[src/hw/lba_pkg.sv]
package lba_pkg;
  localparam int PV_W             = 16;
  localparam int TIME_W           = 16;
  localparam int PRE_W            = 32;
  localparam int DATA_W           = 32;
  localparam int ADDR_W           = 12;
  // register byte offsets
  localparam logic [11:0] OFS_CTRL       = 12'h000;
  localparam logic [11:0] OFS_DET_TIME   = 12'h004;
  localparam logic [11:0] OFS_DET_WIDTH  = 12'h008;
  localparam logic [11:0] OFS_STATUS     = 12'h00C;
  localparam logic [11:0] OFS_FULL_SCALE = 12'h010;
  // ctrl fields
  localparam int CTRL_ASSIGNED_BIT = 0;
  localparam int CTRL_HEATCOOL_BIT = 1;
  // status fields
  localparam int ST_ALARM_BIT  = 0;
  localparam int ST_ACTIVE_BIT = 1;
  localparam int ST_SAT_BIT    = 2;
  // reset values
  localparam logic [15:0] DET_TIME_RST   = 16'h0000;
  localparam logic [15:0] FULL_SCALE_RST = 16'h2710;
  // 0.2 percent of full scale is fs/500
  localparam logic [15:0] WIDTH_DIV      = 16'h01F4;
  // detection time counts in seconds
  localparam int TICK_NS          = 1000000000;
  localparam int CLK_NS           = 10;
  localparam int TICK_CYCLES      = TICK_NS / CLK_NS;

  typedef enum logic [1:0] {SAT_NONE, SAT_MAX, SAT_MIN} sat_e;

  typedef struct packed {
    logic [PV_W-1:0] process_value;
    logic            mv_at_max;
    logic            mv_at_min;
    logic            memory_error;
    logic            adc_error;
  } loop_in_s;

  typedef struct packed {
    logic              valid;
    logic [TIME_W-1:0] det_time;
  } tune_s;
endpackage : lba_pkg

[src/hw/lba_interval_timer.sv]
`timescale 1ns/1ns
module lba_interval_timer #(
  parameter int PRE = 100000000
) (
  // clock and reset
  input  wire logic                       pclk,
  input  wire logic                       presetn,
  // control
  input  wire logic                       restart,
  input  wire logic [lba_pkg::TIME_W-1:0] length,
  // result
  output logic                            expire
);
  import lba_pkg::*;

  logic [PRE_W-1:0]  pre_r,  pre_nxt;
  logic [TIME_W-1:0] sec_r,  sec_nxt;
  logic              exp_nxt;
  logic              tick;

  always_comb begin
    tick    = (pre_r == PRE_W'(PRE - 1));
    pre_nxt = tick ? '0 : pre_r + PRE_W'(1);
    sec_nxt = sec_r;
    exp_nxt = 1'b0;
    if (restart) begin
      pre_nxt = '0;
      sec_nxt = '0;
    end else if (tick) begin
      // zero length means never judge
      if (length != '0 && sec_r + TIME_W'(1) >= length) begin
        sec_nxt = '0;
        exp_nxt = 1'b1;
      end else begin
        sec_nxt = sec_r + TIME_W'(1);
      end
    end
  end

  always_ff @(posedge pclk or negedge presetn) begin
    if (!presetn) begin
      pre_r  <= '0;
      sec_r  <= '0;
      expire <= 1'b0;
    end else begin
      pre_r  <= pre_nxt;
      sec_r  <= sec_nxt;
      expire <= exp_nxt;
    end
  end
endmodule : lba_interval_timer

[src/hw/loop_break_alarm_monitor.sv]
// Chosen here: the register offsets and the APB slave port.
`timescale 1ns/1ns
// Contract
// - monitor runs only when the alarm is assigned to an output
// - memory or converter error suppresses evaluation
// - at saturation, alarm if value has not moved as expected after interval
// - judge at end of every interval counted from saturation start
// - movement below detection width counts as no change
// - movement above width in expected direction keeps alarm off
// - movement opposite to expected direction raises alarm at judgment
// - detection width configurable, default 0.2 percent of full scale
// - auto-tuning loads detection time, except in heating and cooling
module loop_break_alarm_monitor #(
  parameter int TICK_CYC = lba_pkg::TICK_CYCLES
) (
  // clock and reset
  input  wire logic                       pclk,
  input  wire logic                       presetn,
  // apb slave
  input  wire logic                       psel,
  input  wire logic                       penable,
  input  wire logic                       pwrite,
  input  wire logic [lba_pkg::ADDR_W-1:0] paddr,
  input  wire logic [lba_pkg::DATA_W-1:0] pwdata,
  input  wire logic [3:0]                 pstrb,
  output logic [lba_pkg::DATA_W-1:0]      prdata,
  output logic                            pready,
  output logic                            pslverr,
  // control loop
  input  wire lba_pkg::loop_in_s          loop_in,
  input  wire lba_pkg::tune_s             tune,
  // alarm
  output logic                            loop_break_alarm
);
  import lba_pkg::*;

  logic [15:0]       ctrl_r,  ctrl_nxt;
  logic [TIME_W-1:0] time_r,  time_nxt;
  logic [PV_W-1:0]   width_r, width_nxt;
  logic [PV_W-1:0]   fs_r,    fs_nxt;
  logic              wdef_r,  wdef_nxt;
  logic [DATA_W-1:0] rdata_nxt;
  logic              rdy_nxt, err_nxt;
  logic              wr_acc,  rd_acc, hit;
  logic [PV_W-1:0]   width_eff;
  // monitor core state, declared ahead of the status read path
  sat_e              sat_r,   sat_nxt;
  logic [PV_W-1:0]   ref_r,   ref_nxt;
  logic              alarm_nxt;
  logic              active,  restart, judge;
  logic [PV_W:0]     delta;
  logic              moved_ok;
  sat_e              sat_now;

  // single wait state: pready rises after the first access edge
  // writes land only on the edge where pready is seen high
  always_comb begin
    wr_acc    = psel && penable && pready && pwrite;
    rd_acc    = psel && penable && !pready && !pwrite;
    ctrl_nxt  = ctrl_r;
    time_nxt  = time_r;
    width_nxt = width_r;
    fs_nxt    = fs_r;
    wdef_nxt  = wdef_r;
    rdata_nxt = '0;
    rdy_nxt   = psel && penable && !pready;
    hit       = 1'b1;
    case (paddr)
      OFS_CTRL: begin
        if (wr_acc && pstrb[0]) ctrl_nxt = {14'h0000, pwdata[1:0]};
        rdata_nxt = {16'h0000, ctrl_r};
      end
      OFS_DET_TIME: begin
        if (wr_acc && pstrb[1:0] == 2'h3) time_nxt = pwdata[15:0];
        rdata_nxt = {16'h0000, time_r};
      end
      OFS_DET_WIDTH: begin
        if (wr_acc && pstrb[1:0] == 2'h3) begin
          width_nxt = pwdata[15:0];
          wdef_nxt  = 1'b0;
        end
        rdata_nxt = {16'h0000, width_eff};
      end
      OFS_STATUS: begin
        rdata_nxt = {29'h00000000, sat_r != SAT_NONE, active, loop_break_alarm};
      end
      OFS_FULL_SCALE: begin
        if (wr_acc && pstrb[1:0] == 2'h3) fs_nxt = pwdata[15:0];
        rdata_nxt = {16'h0000, fs_r};
      end
      default: hit = 1'b0;
    endcase
    err_nxt = rdy_nxt && !hit;
    if (!rd_acc) rdata_nxt = '0;
    // tuning result wins over a software write in the same cycle
    if (tune.valid && !ctrl_r[CTRL_HEATCOOL_BIT]) time_nxt = tune.det_time;
  end

  always_ff @(posedge pclk or negedge presetn) begin
    if (!presetn) begin
      ctrl_r  <= '0;
      time_r  <= DET_TIME_RST;
      width_r <= '0;
      fs_r    <= FULL_SCALE_RST;
      wdef_r  <= 1'b1;
      prdata  <= '0;
      pready  <= 1'b0;
      pslverr <= 1'b0;
    end else begin
      ctrl_r  <= ctrl_nxt;
      time_r  <= time_nxt;
      width_r <= width_nxt;
      fs_r    <= fs_nxt;
      wdef_r  <= wdef_nxt;
      prdata  <= rdata_nxt;
      pready  <= rdy_nxt;
      pslverr <= err_nxt;
    end
  end

  // default width tracks full scale until software writes one
  assign width_eff = wdef_r ? fs_r / WIDTH_DIV : width_r;

  // monitor core
  lba_interval_timer #(
    .PRE (TICK_CYC)
  ) u_timer (
    .pclk    (pclk),
    .presetn (presetn),
    .restart (restart),
    .length  (time_r),
    .expire  (judge)
  );

  always_comb begin
    active = ctrl_r[CTRL_ASSIGNED_BIT]
             && !loop_in.memory_error && !loop_in.adc_error;
    if (loop_in.mv_at_max)      sat_now = SAT_MAX;
    else if (loop_in.mv_at_min) sat_now = SAT_MIN;
    else                        sat_now = SAT_NONE;
    // new saturation or leaving it restarts counting
    restart = !active || sat_now != sat_r;
    // signed movement in expected direction
    if (sat_r == SAT_MAX) delta = {1'b0, loop_in.process_value} - {1'b0, ref_r};
    else                  delta = {1'b0, ref_r} - {1'b0, loop_in.process_value};
    // negative or under-width movement is no change
    moved_ok  = !delta[PV_W] && delta[PV_W-1:0] > width_eff;
    sat_nxt   = active ? sat_now : SAT_NONE;
    ref_nxt   = ref_r;
    alarm_nxt = loop_break_alarm;
    if (restart) begin
      ref_nxt   = loop_in.process_value;
      alarm_nxt = 1'b0;
    end else if (judge && sat_r != SAT_NONE) begin
      alarm_nxt = !moved_ok;
      ref_nxt   = loop_in.process_value;
    end
  end

  always_ff @(posedge pclk or negedge presetn) begin
    if (!presetn) begin
      sat_r            <= SAT_NONE;
      ref_r            <= '0;
      loop_break_alarm <= 1'b0;
    end else begin
      sat_r            <= sat_nxt;
      ref_r            <= ref_nxt;
      loop_break_alarm <= alarm_nxt;
    end
  end
endmodule : loop_break_alarm_monitor
[config.mk]
export PLATFORM = sky130hd
export DESIGN_NAME = loop_break_alarm_monitor
export DESIGN_NICKNAME = d
export VERILOG_FILES = /design/src/hw/lba_pkg.sv /design/src/hw/lba_interval_timer.sv /design/src/hw/loop_break_alarm_monitor.sv
export SDC_FILE = /design/constraint.sdc
export NUM_CORES = 1
export LEC_CHECK = 0
export ABC_AREA = 0
export BUFFER_PORTS_ARGS = -buffer_cell sky130_fd_sc_hd__buf_2
export CORE_ASPECT_RATIO = 1.25
export CORE_UTILIZATION = 23
export CTS_BUF_LIST = sky130_fd_sc_hd__clkbuf_16
export DETAILED_ROUTE_END_ITERATION = 6
export RECOVER_POWER = 100
export SYNTH_ARGS = -nofsm -noshare
export SYNTH_HDL_FRONTEND = slang
export SYNTH_HIERARCHICAL = 1
export SYNTH_SLANG_ARGS = --single-unit
[constraint.sdc]
create_clock -name pclk -period 6.43 [get_ports pclk]
set_input_delay 0 -clock pclk [delete_from_list [all_inputs] [get_ports pclk]]
set_output_delay 0 -clock pclk [all_outputs]
set_load 0.03 [all_outputs]
### Yosys cells after proc, flatten, opt, wreduce, memory -nomap -nowiden

Cells that the tools add are included.

* flip-flop bits (word level): 153
* bits in latches: 0
* memory bits (writable): 0
* bits in read-only memories: 0
* output and inout port bits: 35
* memories kept: 0

* $add $sub $neg: 4
* multiply operators: 0
* div/mod/pow operators: 1
* $lt $le $gt $ge: 2
* equal/unequal tests: 8
* shift operators: 0
* muxes and demuxes: 23
* bitwise logic cells: 0
* reduce and logical (&&, ||, !) cells: 36

Operator list (count)
* two-way mux 16 bit: 9
* two-way mux 32 bit: 3
* case mux 16 bit (5 select lines): 1
* subtractor 16 x 16 -> 17 bit: 2
* adder 32 x 1 -> 32 bit, second input constant: 1
* == test 32 x 27 -> 1 bit, second input constant: 1
* == test 12 x 4 -> 1 bit, second input constant: 2
* two-way mux 17 bit: 1
* adder 16 x 1 -> 16 bit, second input constant: 1
* divider 16 x 9 -> 16 bit, second input constant: 1
* greater-or-equal comparator 16 bit: 1
* > comparator 16 bit: 1
* nonzero test 16 bit: 1
* logical AND 1 bit: 14
* == test 12 x 3 -> 1 bit, second input constant: 1
* == test 12 x 5 -> 1 bit, second input constant: 1
* zero test 12 bit: 1
* nonzero test 2 bit: 5
* zero test 1 bit: 9
* AND reduction 2 bit: 4
* two-way mux 1 bit: 6
* two-way mux 2 bit: 3
* OR reduction 5 bit: 1
* == test 2 x 1 -> 1 bit, second input constant: 1
* other kinds (3): 3

### Longest topological paths before layout

Gate-level depths: netlist of run 1.

* depth after elaboration: 7
* depth in mapped cells: 30
* mapped depth without buffers: 27

### Hierarchy

Netlist of run 1, hierarchy kept.

By module, submodules not included
* loop_break_alarm_monitor: instances 1, cells each 877, area an instance 7664.9 µm², sequential area each 2209.6 µm²
* lba_interval_timer: instances 1, cells each 316, area an instance 2985.4 µm², sequential area each 1226.2 µm²

### Least setup slack after synthesis of run 1

OpenSTA, ideal clock, no wires.

* path kind: register to register
* start point: register fs_r[9]
* end point: register loop_break_alarm
* arrival time: 6416 ps
* path slack: -85 ps
* stages on the path, launching flop included: 29
* buffers on the path: 2
* period minus slack after synthesis: 6515 ps
* cell sequence: dfstp_2 > buf_6 > o211ai_4 > or2_1 > buf_2 > o311a_1 > a211oi_2 > mux2_4 > o311ai_2 > a32oi_4 > nor2_4 > a31oi_4 > xor2_1 > or4_1 > o41ai_1 > o311ai_4 > and2_4 > a2111o_1 > o31ai_2 > ha_1 > nor2b_1 > o21a_1 > o21ai_0 > nand2b_1 > a21oi_1 > o21ai_0 > a221oi_1 > a31oi_1 > a311oi_1

* longest elaborated chain between the ends: 7

Ends and longest elaborated chain
* from (decl): line loop_break_alarm_monitor.sv:40 `logic [PV_W-1:0] fs_r, fs_nxt;`
* from (signal assigned): line loop_break_alarm_monitor.sv:113 `fs_r <= fs_nxt;`
* divider 16 x 9 -> 16 bit: line loop_break_alarm_monitor.sv:122 `assign width_eff = wdef_r ? fs_r / WIDTH_DIV : width_r;`
* two-way mux 16 bit: line loop_break_alarm_monitor.sv:122
* > comparator 16 bit: line loop_break_alarm_monitor.sv:147 `moved_ok = !delta[PV_W] && delta[PV_W-1:0] > width_eff;`
* logical AND 1 bit: line loop_break_alarm_monitor.sv:147
* zero test 1 bit: line loop_break_alarm_monitor.sv:155 `alarm_nxt = !moved_ok;`
* two-way mux 1 bit: line loop_break_alarm_monitor.sv:154 `end else if (judge && sat_r != SAT_NONE) begin`
* two-way mux 1 bit: line loop_break_alarm_monitor.sv:151 `if (restart) begin`
* to (signal assigned): line loop_break_alarm_monitor.sv:168 `loop_break_alarm <= alarm_nxt;`
* to (decl): line loop_break_alarm_monitor.sv:33 `output logic loop_break_alarm`

Every way passes these cells. The select of a mux whose other input is x is not followed.
A chain may end at the register's enable or synchronous reset.

### Final worst setup path of run 1

* start point: register fs_r[13]
* end point: register loop_break_alarm

Same word-level chain as after synthesis.

==> summary.txt, run 1 <==
Outcome
  – Run status: finished with violations
  – Failing checks: max-capacitance violations, max-slew violations, negative setup slack

Die
  – Rows: 87
  – Io pins: 125
  – Placeable core area: 45,400 um2
  – Die area: 47,200 um2
  – Initial Utilization: 23.5%
  – Die Ht: 243 um
  – Width of the die: 194 um

Clock tree
  – Root buffer cell: clkbuf_16
  – Worst-path clk slew: 0.07 ns
  – Max Buffers Root-to-Sink: 2
  – Clock sink count: 137
  – Clk_lat worst skew: 0.44 ns
  – TritonCTS clock tree: yes
  – Htree depth: 4
  – CTS buffer count: 17

Setup path
  – Startpoint types: flip-flop
  – Required time worst endpoint: 6.77 ns
  – CP bufs+invs: 4
  – CP max stage delay: 0.59 ns
  – Crit path depth: 31
  – CP most frequent cell: buf_4
  – CP Capture Type: flip-flop
  – Reg2Reg Launch Point: fs_r[13]
  – Worst Path Max Fanout: 7
  – Kind of critical path: flip-flop to flip-flop
  – R2r setup slk: -0.08 ns
  – CP delay by family, top: compound AO/OA/AOI/OAI gates
  – Worst reg2reg path depth: 31
  – Slowest-stage cell, CP: dfstp_2
  – Crit path launch: fs_r[13]
  – WP data arrival: 6.84 ns

Final layout
  – Filler instances: 4,696
  – Layout cells sized above 1: 24.2%
  – Reg area: 3440 um2
  – Commonest non-fill, non-tap cell in the layout: buf_4
  – Synth-to-Final Area Change: 30.1%
  – Commonest cells after routing, fill and taps aside: buf_4, dfrtp_1, nor2_1
  – Layout Nets: 1,605
  – Area of the multi-input gates: 6750 um2
  – Ant diodes: 0
  – Finished Layout Cells: 2,037
  – Final core occ: 30.5%

Timing
  – Setup Skew: 0.0118 ns
  – FMAX: 0.154 GHz
  – Unrepaired setup endpoints after global routing: true
  – Final hold vios: 0
  – Post-route setup slack: -0.0768 ns
  – Final Max Slew Viols: 107
  – Final setup vio count: 1
  – Max transition margin: -237%
  – Fin crit period: 6.51 ns
  – Hold_ws: 0.0513 ns
  – Tcrit/Tclk final: 101%
  – Slew @ Worst Pin: 5.05 ns

Route
  – First-pass iteration count of the detailed router: 5
  – Drt drc: 0
  – Antenna Nets Post-Route: 0
  – Drt wl/cell: 16.0 um
  – DRT Wirelength: 32.7 mm
  – Via density: 4.87
  – Initial drt markers: 509
  – Via count: 9,923

Placement
  – Port Buffers: 90
  – Detailed placer's ending HPWL: 25.2 mm
  – Gpl congestion: 0.883
  – Pre-CTS setup slack: -0.342 ns
  – Dpl cells: 1,937

Logic synthesis
  – Post-synthesis instance total: 1,193
  – Synth warn: 6
  – Cell Area, Synth: 10,700 um2
  – Commonest register cell after synthesis: dfrtp_1
  – Synthesis-stage register bit count: 137
  – Syn Area/Cell: 8.93 um2
  – Netlist cell types: 109
  – Post-synthesis sequential area ratio: 32.3%
  – Post-synth ARST share: 100%
  – Post-synth EDFFs: 0

Pwr
  – Total power: 2.17 mW
  – Power per cell area: 157 nW/um2
  – Leak: 6.34 nW
  – VDD IR-drop max: 0.177 mV

Min path
  – Hold_sp: paddr[4]
  – Hold Crit Class: primary input to flip-flop
  – Cells on Worst Hold Path: 4

GRT
  – Global-route wire length before repair: 52.6 mm
  – Gr usage total: 13.9%
  – Largest net degree at the start of global routing: 89
  – Initial antenna violation count: 0
  – Vias in the first global route: 9,878
  – Gr ovfl total: 0

Flow run
  – Maxcap violations: 2
[synth_stat cells, drive strengths merged, types with 5 or more instances]
library cell | number | share of area [%]
o2bb2ai | 12 | 0.99
ha | 66 | 7.8
or4 | 8 | 0.63
nand3 | 39 | 2.0
mux2 | 31 | 3.3
dfrtp | 131 | 31
nor3 | 24 | 1.3
clkbuf | 32 | 1.2
nor4 | 17 | 1.5
buf | 38 | 2.4
o311ai | 5 | 0.79
and4 | 6 | 0.52
a211oi | 5 | 0.56
mux2i | 31 | 2.9
o22ai | 8 | 0.47
a21boi | 6 | 0.42
o221ai | 6 | 0.66
a222oi | 14 | 1.3
nor2 | 124 | 4.5
xnor2 | 34 | 3.0
and2 | 11 | 0.69
a31oi | 8 | 0.61
nand2b | 11 | 0.65
inv | 86 | 3.0
o41ai | 5 | 0.55
o21ai | 61 | 2.9
a32o | 5 | 0.47
and3 | 20 | 1.2
o2111ai | 5 | 0.41
nand2 | 93 | 3.3
a21o | 9 | 0.63
nor2b | 8 | 0.47
dfstp | 6 | 1.5
a21oi | 65 | 3.1
o31ai | 8 | 0.74
nand4 | 26 | 1.5
o21a | 9 | 0.65
xor2 | 37 | 3.0
a221oi | 8 | 0.72
or3 | 7 | 0.46
o211ai | 7 | 0.75
or2 | 9 | 0.55
[area by class of cell]
class	count	share of cell area (%)
clock inverter	14	1.06
inverter	86	2.33
multi-input combinational	915	48.7
timing repair buffer	290	14.8
clock buffer	17	3.07
tap	578	5.22
sequential	137	24.8
[kinds of logic after synthesis]
logic type,share of synthesized area [%]
simple gates,20.1
compound gates,20.4
buf+inv,6.60
flops,32.3
xor+xnor,6.09
fa+ha+maj,8.22
mux,6.26
other cells,0.0352
[worst min-delay path, delay by kind of cell]
family                 cells  cell delay, ns
buffers and inverters      1            0.12
multiplexers               1            0.15
AND/OR/NAND/NOR            2            0.18
[per-layer routing]
layer  GRT usage (%)  up-vias  routed length (um)
met3            2.01       51                 964
met2            24.9      215               16700
met5               0        -                   0
met1            16.7     4842               14100
met4            4.97        0                 850
li1                -     4815                   -
[flip-flops by register name (all words and copies together), names as in the netlist, 2 cells and up]
register / flops
u_timer/pre_r: 32
fs_r: 16
prdata: 16
ref_r: 16
time_r: 16
u_timer/sec_r: 16
width_r: 16
ctrl_r: 2
sat_r: 2
[final timing paths]
| check | to |
|---|---|
| min in group asynchronous | ref_r[7] |
| setup / recovery | loop_break_alarm |
| setup reg to reg | loop_break_alarm |
| hold reg to reg | u_timer/pre_r[0] |
| hold / removal | ctrl_r[0] |
| max in group asynchronous | u_timer/expire |
[report_power, final]
part / switching [mW] / leakage [nW] / total, mW / internal (mW)
Combinational: 0.156 / 4.27 / 0.276 / 0.119
Sequential: 0.0192 / 1.79 / 0.898 / 0.879
Clock: 0.429 / 0.282 / 1.00 / 0.571
[through the flow]
| step | setup TNS [ns] | instance area (um2) |
|---|---|---|
| 2_1_floorplan | 0 | 10700 |
| 3_3_place_gp | -0.369 | 12500 |
| 3_5_place_dp | -0.342 | 12500 |
| 4_1_cts | 0 | 13900 |
| 5_1_grt | -0.447 | 13900 |
| 6_report | -0.0768 | 13900 |
[repair_timing]
item	in CTS	in global routing
hold endpoints to repair	155	0
endpoints found under the setup margin	1	1
gates resized for setup	37	1
pin swaps	18	3
hold buffers	56	0
buffers inserted	9	4
Note: power is estimated with default switching activity, not from simulation.
==> inputs of run 2 (changes only) <==
--- a/config.mk
+++ b/config.mk
@@ -12,6 +12,7 @@
 export CTS_BUF_LIST = sky130_fd_sc_hd__clkbuf_16
 export DETAILED_ROUTE_END_ITERATION = 6
 export RECOVER_POWER = 100
+export SETUP_SLACK_MARGIN = 0.05
 export SYNTH_ARGS = -nofsm -noshare
 export SYNTH_HDL_FRONTEND = slang
 export SYNTH_HIERARCHICAL = 1
==> summary.txt, run 2 (same netlist as run 1, synthesis figures left out) <==
Outcome
  – Run status: finished with violations
  – Failing checks: max-capacitance violations, max-slew violations, negative setup slack

Setup path
  – WP data arrival: 6.93 ns (+0.09 ns)
  – Worst Path Max Fanout: 5 (-2)
  – CP Capture Type: flip-flop
  – R2r setup slk: -0.16 ns (-0.08 ns)
  – Kind of critical path: flip-flop to flip-flop
  – Startpoint types: flip-flop
  – Slowest-stage cell, CP: dfstp_2
  – CP max stage delay: 0.58 ns (about the same)
  – Required time worst endpoint: 6.77 ns (about the same)

Route
  – DRT Wirelength: 33.1 mm (+1.1%)
  – Drt wl/cell: 16.2 um (+0.95%)
  – Via count: 9,987 (+0.64%)
  – Antenna Nets Post-Route: 0 (unchanged)
  – Initial drt markers: 725 (+42%)
  – First-pass iteration count of the detailed router: 6 (+1)
  – Via density: 4.89 (+0.45%)
  – Drt drc: 0 (unchanged)

GRT
  – Largest net degree at the start of global routing: 73 (-18%)
  – Gr usage total: 14.1% (+0.20 points)
  – Vias in the first global route: 10,100 (+1.9%)
  – Gr ovfl total: 0 (unchanged)
  – Global-route wire length before repair: 53.4 mm (+1.6%)
  – Initial antenna violation count: 0 (unchanged)

Final layout
  – Filler instances: 4,771 (+1.6%)
  – Synth-to-Final Area Change: 32.2%
  – Commonest cells after routing, fill and taps aside: buf_4, dfrtp_1, nor2_1
  – Largest Register: u_timer/pre_r
  – Max FFs per register: 32 (unchanged)
  – Layout Nets: 1,610 (+0.31%)
  – Final core occ: 31.0% (+0.47 points)
  – Commonest non-fill, non-tap cell in the layout: buf_4
  – Finished Layout Cells: 2,041 (+0.20%)
  – Layout cells sized above 1: 25.3% (+1.1 points)
  – Ant diodes: 0 (unchanged)
  – Design Area, Final: 14,100 um2 (+1.5%)

Die
  – Width of the die: 194 um (unchanged)
  – Io pins: 125 (unchanged)
  – Die Ht: 243 um (unchanged)
  – Initial Utilization: 23.5% (unchanged)
  – Die area: 47,200 um2 (unchanged)
  – Rows: 87 (unchanged)
  – Placeable core area: 45,400 um2 (unchanged)

Clock tree
  – Worst-path clk slew: 0.06 ns (about the same)
  – TritonCTS clock tree: yes
  – Htree depth: 4 (unchanged)
  – Clock sink count: 137 (unchanged)
  – CTS buffer count: 17 (unchanged)
  – Root buffer cell: clkbuf_16
  – Max Buffers Root-to-Sink: 2 (unchanged)
  – Clk_lat worst skew: 0.44 ns (about the same)

Timing
  – Tcrit/Tclk final: 102% (+1.3 points)
  – Max transition margin: -162% (+75 points)
  – Setup Skew: 0.00908 ns (-0.00275 ns)
  – Final Max Slew Viols: 158 (+48%)
  – Final hold vios: 0 (unchanged)
  – Unrepaired setup endpoints after global routing: true
  – Hold_ws: 0.0367 ns (-0.0145 ns)
  – FMAX: 0.152 GHz (-1.3%)
  – Final setup vio count: 1 (unchanged)
  – Post-route setup slack: -0.160 ns (-0.0828 ns)
  – Fin crit period: 6.59 ns (+0.0828 ns)
  – Slew @ Worst Pin: 3.93 ns (-1.13 ns)
  – Post-route setup TNS: -0.160 ns (-0.0828 ns)

Placement
  – Detailed placer's ending HPWL: 25.2 mm (+0.14%)
  – Pre-CTS setup slack: -0.248 ns (+0.0936 ns)
  – Cell Area, Placed: 12,500 um2 (-0.31%)
  – Port Buffers: 90 (unchanged)
  – Dpl cells: 1,929 (-0.41%)
  – Gpl congestion: 0.911 (+3.1%)

Min path
  – Hold Crit Class: primary input to flip-flop

Pwr
  – Total power: 2.25 mW (+3.6%)
  – Leak: 6.40 nW (+0.93%)
  – VDD IR-drop max: 0.181 mV (+1.9%)
  – Power per cell area: 160 nW/um2 (+2.0%)

Flow run
  – Maxcap violations: 3 (+1)
-- run 2: cell count changes in the layout (fill, tap and decap cells not counted), sizes merged --
cell	change
clkbuf	+2
clkinv	-2
inv	-1
bufinv	+2
buf	+1
dlygate4sd3	+2
-- run 2: repair_timing --
| item | CTS | global route |
|---|---|---|
| gates resized for setup | 55 | 8 |
| endpoints found under the hold margin | 135 | 0 |
| pin swaps | 37 | 10 |
| endpoints found under the setup margin | 1 | 1 |
| hold buffers | 58 | 0 |
| setup buffers | 23 | 1 |
-- run 2: worst max-delay path, delay by kind of cell, from the launching register on --
family	cells	cell delay, ns
compound gates	17	3.72
simple gates	7	1.34
flops	1	0.58
fa+ha+maj	2	0.48
buf+inv	2	0.27
xor+xnor	1	0.09
-- run 2: final cells by class --
type | instances | area, um2 | area share [%]
well taps | 578 | 723 | 5.14
inverters | 86 | 323 | 2.29
flip-flops and latches | 137 | 3440 | 24.4
repair buffers | 295 | 2110 | 15.0
multi-input cells | 915 | 6860 | 48.7
clock inverters | 13 | 194 | 1.38
clock buffers | 17 | 425 | 3.02
-- run 2: worst paths after layout --
kind                             startpoint                to  cells after the start
max                                fs_r[13]  loop_break_alarm                     29
min                                paddr[2]         prdata[0]                      3
max reg2reg                        fs_r[13]  loop_break_alarm                     29
min reg2reg                u_timer/pre_r[0]  u_timer/pre_r[0]                      1
max in group asynchronous           presetn          fs_r[15]                      3
min in group asynchronous           presetn          ref_r[2]                      2
-- run 2: metal layers --
metal	track usage, %	wire length [um]	up-vias
li1	-	-	4805
met1	17.1	14400	4919
met2	25.4	17100	224
met3	2.03	886	39
met4	4.55	682	0
met5	0	0	-
-- run 2: report_power, final --
| group | switching (mW) | internal [mW] |
|---|---|---|
| sequential | 0.0191 | 0.879 |
| combinational | 0.162 | 0.122 |
| clock | 0.419 | 0.651 |
==> inputs of run 3 (changes only) <==
--- a/config.mk
+++ b/config.mk
@@ -8,6 +8,7 @@
 export ABC_AREA = 0
 export BUFFER_PORTS_ARGS = -buffer_cell sky130_fd_sc_hd__buf_2
 export CORE_ASPECT_RATIO = 1.25
+export CORE_MARGIN = 4
 export CORE_UTILIZATION = 23
 export CTS_BUF_LIST = sky130_fd_sc_hd__clkbuf_16
 export DETAILED_ROUTE_END_ITERATION = 6
==> constraint.sdc (replaced) <==
create_clock -name pclk -period 6.43 [get_ports pclk]
set_input_delay 1.929 -clock pclk [delete_from_list [all_inputs] [get_ports pclk]]
set_output_delay 1.929 -clock pclk [all_outputs]
set_load 0.03 [all_outputs]
==> summary.txt, run 3 (same netlist as run 1, synthesis figures left out) <==
Final layout
  – Max FFs per register: 32 (unchanged)
  – Commonest cells after routing, fill and taps aside: buf_4, dfrtp_1, nor2_1
  – Filler instances: 4,729 (-0.88%)
  – Commonest non-fill, non-tap cell in the layout: buf_4
  – Design Area, Final: 13,700 um2 (-2.9%)
  – Finished Layout Cells: 2,004 (-1.8%)
  – Layout cells sized above 1: 27.4% (+2.1 points)
  – Layout Nets: 1,571 (-2.4%)
  – Synth-to-Final Area Change: 28.3%
  – Final core occ: 30.0% (-0.98 points)
  – Largest Register: u_timer/pre_r

Setup path
  – Worst Path Max Fanout: 5 (unchanged)
  – Startpoint types: flip-flop
  – CP max stage delay: 0.62 ns (+0.04 ns)
  – Slowest-stage cell, CP: dfstp_2
  – Worst reg2reg path depth: 31 (+6.9%)
  – CP Capture Type: flip-flop
  – Kind of critical path: flip-flop to flip-flop
  – Required time worst endpoint: 6.76 ns (about the same)
  – WP data arrival: 7.06 ns (+0.13 ns)
  – CP most frequent cell: buf_4

Clock tree
  – CTS buffer count: 17 (unchanged)
  – Clock sink count: 137 (unchanged)
  – Max Buffers Root-to-Sink: 2 (unchanged)
  – TritonCTS clock tree: yes
  – Worst-path clk slew: 0.06 ns (about the same)
  – Root buffer cell: clkbuf_16
  – Clk_lat worst skew: 0.43 ns (about the same)
  – Htree depth: 4 (unchanged)

Outcome
  – Run status: finished with violations
  – Failing checks: max-capacitance violations, max-slew violations, negative setup slack

GRT
  – Gr usage total: 12.8% (-1.3 points)
  – Initial antenna violation count: 2 (+2)
  – Gr ovfl total: 0 (unchanged)
  – Largest net degree at the start of global routing: 101 (+38%)
  – Global-route wire length before repair: 52.5 mm (-1.6%)
  – Vias in the first global route: 9,946 (-1.2%)

Pwr
  – Power per cell area: 155 nW/um2 (-3.2%)
  – Internal: 1.54 mW (-6.5%)
  – Sw Ratio: 27.0% (+0.40 points)
  – Logic pwr share: 12.2% (-0.4 points)
  – Flop pwr share: 42.4% (+2.5 points)
  – Leak: 6.23 nW (-2.6%)
  – P_sw: 572 uW (-4.6%)
  – VDD IR-drop max: 0.165 mV (-8.8%)
  – Clk pwr share: 45.3% (-2.2 points)

Route
  – Antenna Nets Post-Route: 0 (unchanged)
  – DRT Wirelength: 32.7 mm (-1.0%)
  – Initial drt markers: 641 (-12%)
  – First-pass iteration count of the detailed router: 5 (-1)
  – Via density: 4.89 (-0.11%)
  – Via count: 9,795 (-1.9%)
  – Drt wl/cell: 16.3 um (+0.81%)
  – Drt drc: 0 (unchanged)

Placement
  – Dpl cells: 1,949 (+1.0%)
  – Gpl congestion: 0.869 (-4.6%)
  – Port Buffers: 90 (unchanged)
  – Cell Area, Placed: 12,600 um2 (+1.3%)
  – Detailed placer's ending HPWL: 25.1 mm (-0.31%)

Flow run
  – Maxcap violations: 2 (-1)

Die
  – Die area: 49,800 um2 (+5.6%)
  – Io pins: 125 (unchanged)
  – Width of the die: 200 um (+3.1%)
  – Die Ht: 249 um (+2.5%)
  – Initial Utilization: 23.4% (-0.056 points)
  – Placeable core area: 45,500 um2 (+0.24%)
  – Rows: 87 (unchanged)

Timing
  – Unrepaired setup endpoints after global routing: true
  – Tcrit/Tclk final: 105% (+2.3 points)
  – Final Max Slew Viols: 140 (-11%)
  – Slew @ Worst Pin: 2.73 ns (-1.20 ns)
  – Final setup vio count: 1 (unchanged)
  – Post-route setup slack: -0.305 ns (-0.146 ns)
  – Fin crit period: 6.74 ns (+0.146 ns)
  – Final hold vios: 0 (unchanged)
  – FMAX: 0.148 GHz (-2.2%)
  – Setup Skew: 0.0138 ns (+0.00471 ns)
  – Max transition margin: -82.0% (+80 points)

Min path
  – Hold Crit Class: flip-flop to flip-flop
  – Cells on Worst Hold Path: 1 (-2)
[run 3: cell types whose count changed in the layout (fill, tap and decap cells not counted), moves of 2 or more]
cell           change
inv_6              -2
clkinv_1           +2
clkbuf_1           -2
inv_1              +2
o2111ai_1          +2
a21oi_2            +2
or2_1              -2
bufinv_16          -2
buf_12             +3
dlygate4sd3_1     -58
buf_4             +18
o2111ai_2          -2
a21oi_1            -2
[run 3: worst paths after layout]
kind,start,slack [ns],endpoint
max reg2reg,fs_r[9],-0.31,loop_break_alarm
min in group asynchronous,presetn,2.32,ref_r[2]
max,fs_r[9],-0.31,loop_break_alarm
min reg2reg,pready,0.49,pslverr
min,pready,0.49,pslverr
max in group asynchronous,presetn,0.93,fs_r[14]
[run 3: timing repair]
action	CTS	global route
hold endpoints to repair	0	0
gates resized for setup	59	9
hold buffers	0	0
endpoints found under the setup margin	1	1
pin swaps	39	12
buffers inserted	18	5
gates cloned	0	0
[run 3: per-stage QoR]
step / power [mW] / worst slack (ns) / hold slack (ns) / TNS [ns]
final: 2.12 / -0.305 / 0.485 / -0.305
after global routing: 2.20 / -0.615 / 0.506 / -0.619
after CTS: 2.14 / -0.0952 / 0.484 / -0.0952
after detailed placement: 1.17 / -0.385 / 0.484 / -0.385
after floorplan: 1.07 / 0.0581 / 0.455 / 0
after global placement: 1.16 / -0.358 / 0.471 / -0.358
[run 3: critical path, delay by kind of cell (launching register included)]
family	cells	cell delay, ns
flops	1	0.62
compound gates	18	3.73
buf+inv	5	0.80
fa+ha+maj	1	0.12
simple gates	6	1.22
xor+xnor	1	0.16
[run 3: power by group through the flow]
stage,sequential [mW],combinational (mW),clock [mW]
floorplan,0.908,0.165,0
global placement,0.913,0.245,0
detailed placement,0.914,0.253,0
CTS,0.898,0.260,0.978
global route,0.900,0.295,1.01
finish,0.898,0.259,0.960
[run 3: layer usage]
| metal | part of all wire [%] | global-route usage, % | vias to the layer above |
|---|---|---|---|
| li1 | - | - | 4732 |
| met1 | 42 | 15.2 | 4777 |
| met2 | 52 | 23.3 | 221 |
| met3 | 3.6 | 2.33 | 63 |
| met4 | 2.7 | 3.97 | 2 |
| met5 | 0.040 | 0 | - |
[run 3: area by class of cell]
| cell class | instances | area (um2) | share of cell area (%) |
|---|---|---|---|
| inverters | 86 | 323 | 2.36 |
| diodes | 1 | 2.50 | 0.0183 |
| multi-input cells | 915 | 6900 | 50.5 |
| clock buffers | 17 | 425 | 3.11 |
| repair buffers | 256 | 1720 | 12.6 |
| well taps | 578 | 723 | 5.29 |
| clock inverters | 14 | 133 | 0.971 |
| flip-flops and latches | 137 | 3440 | 25.2 |
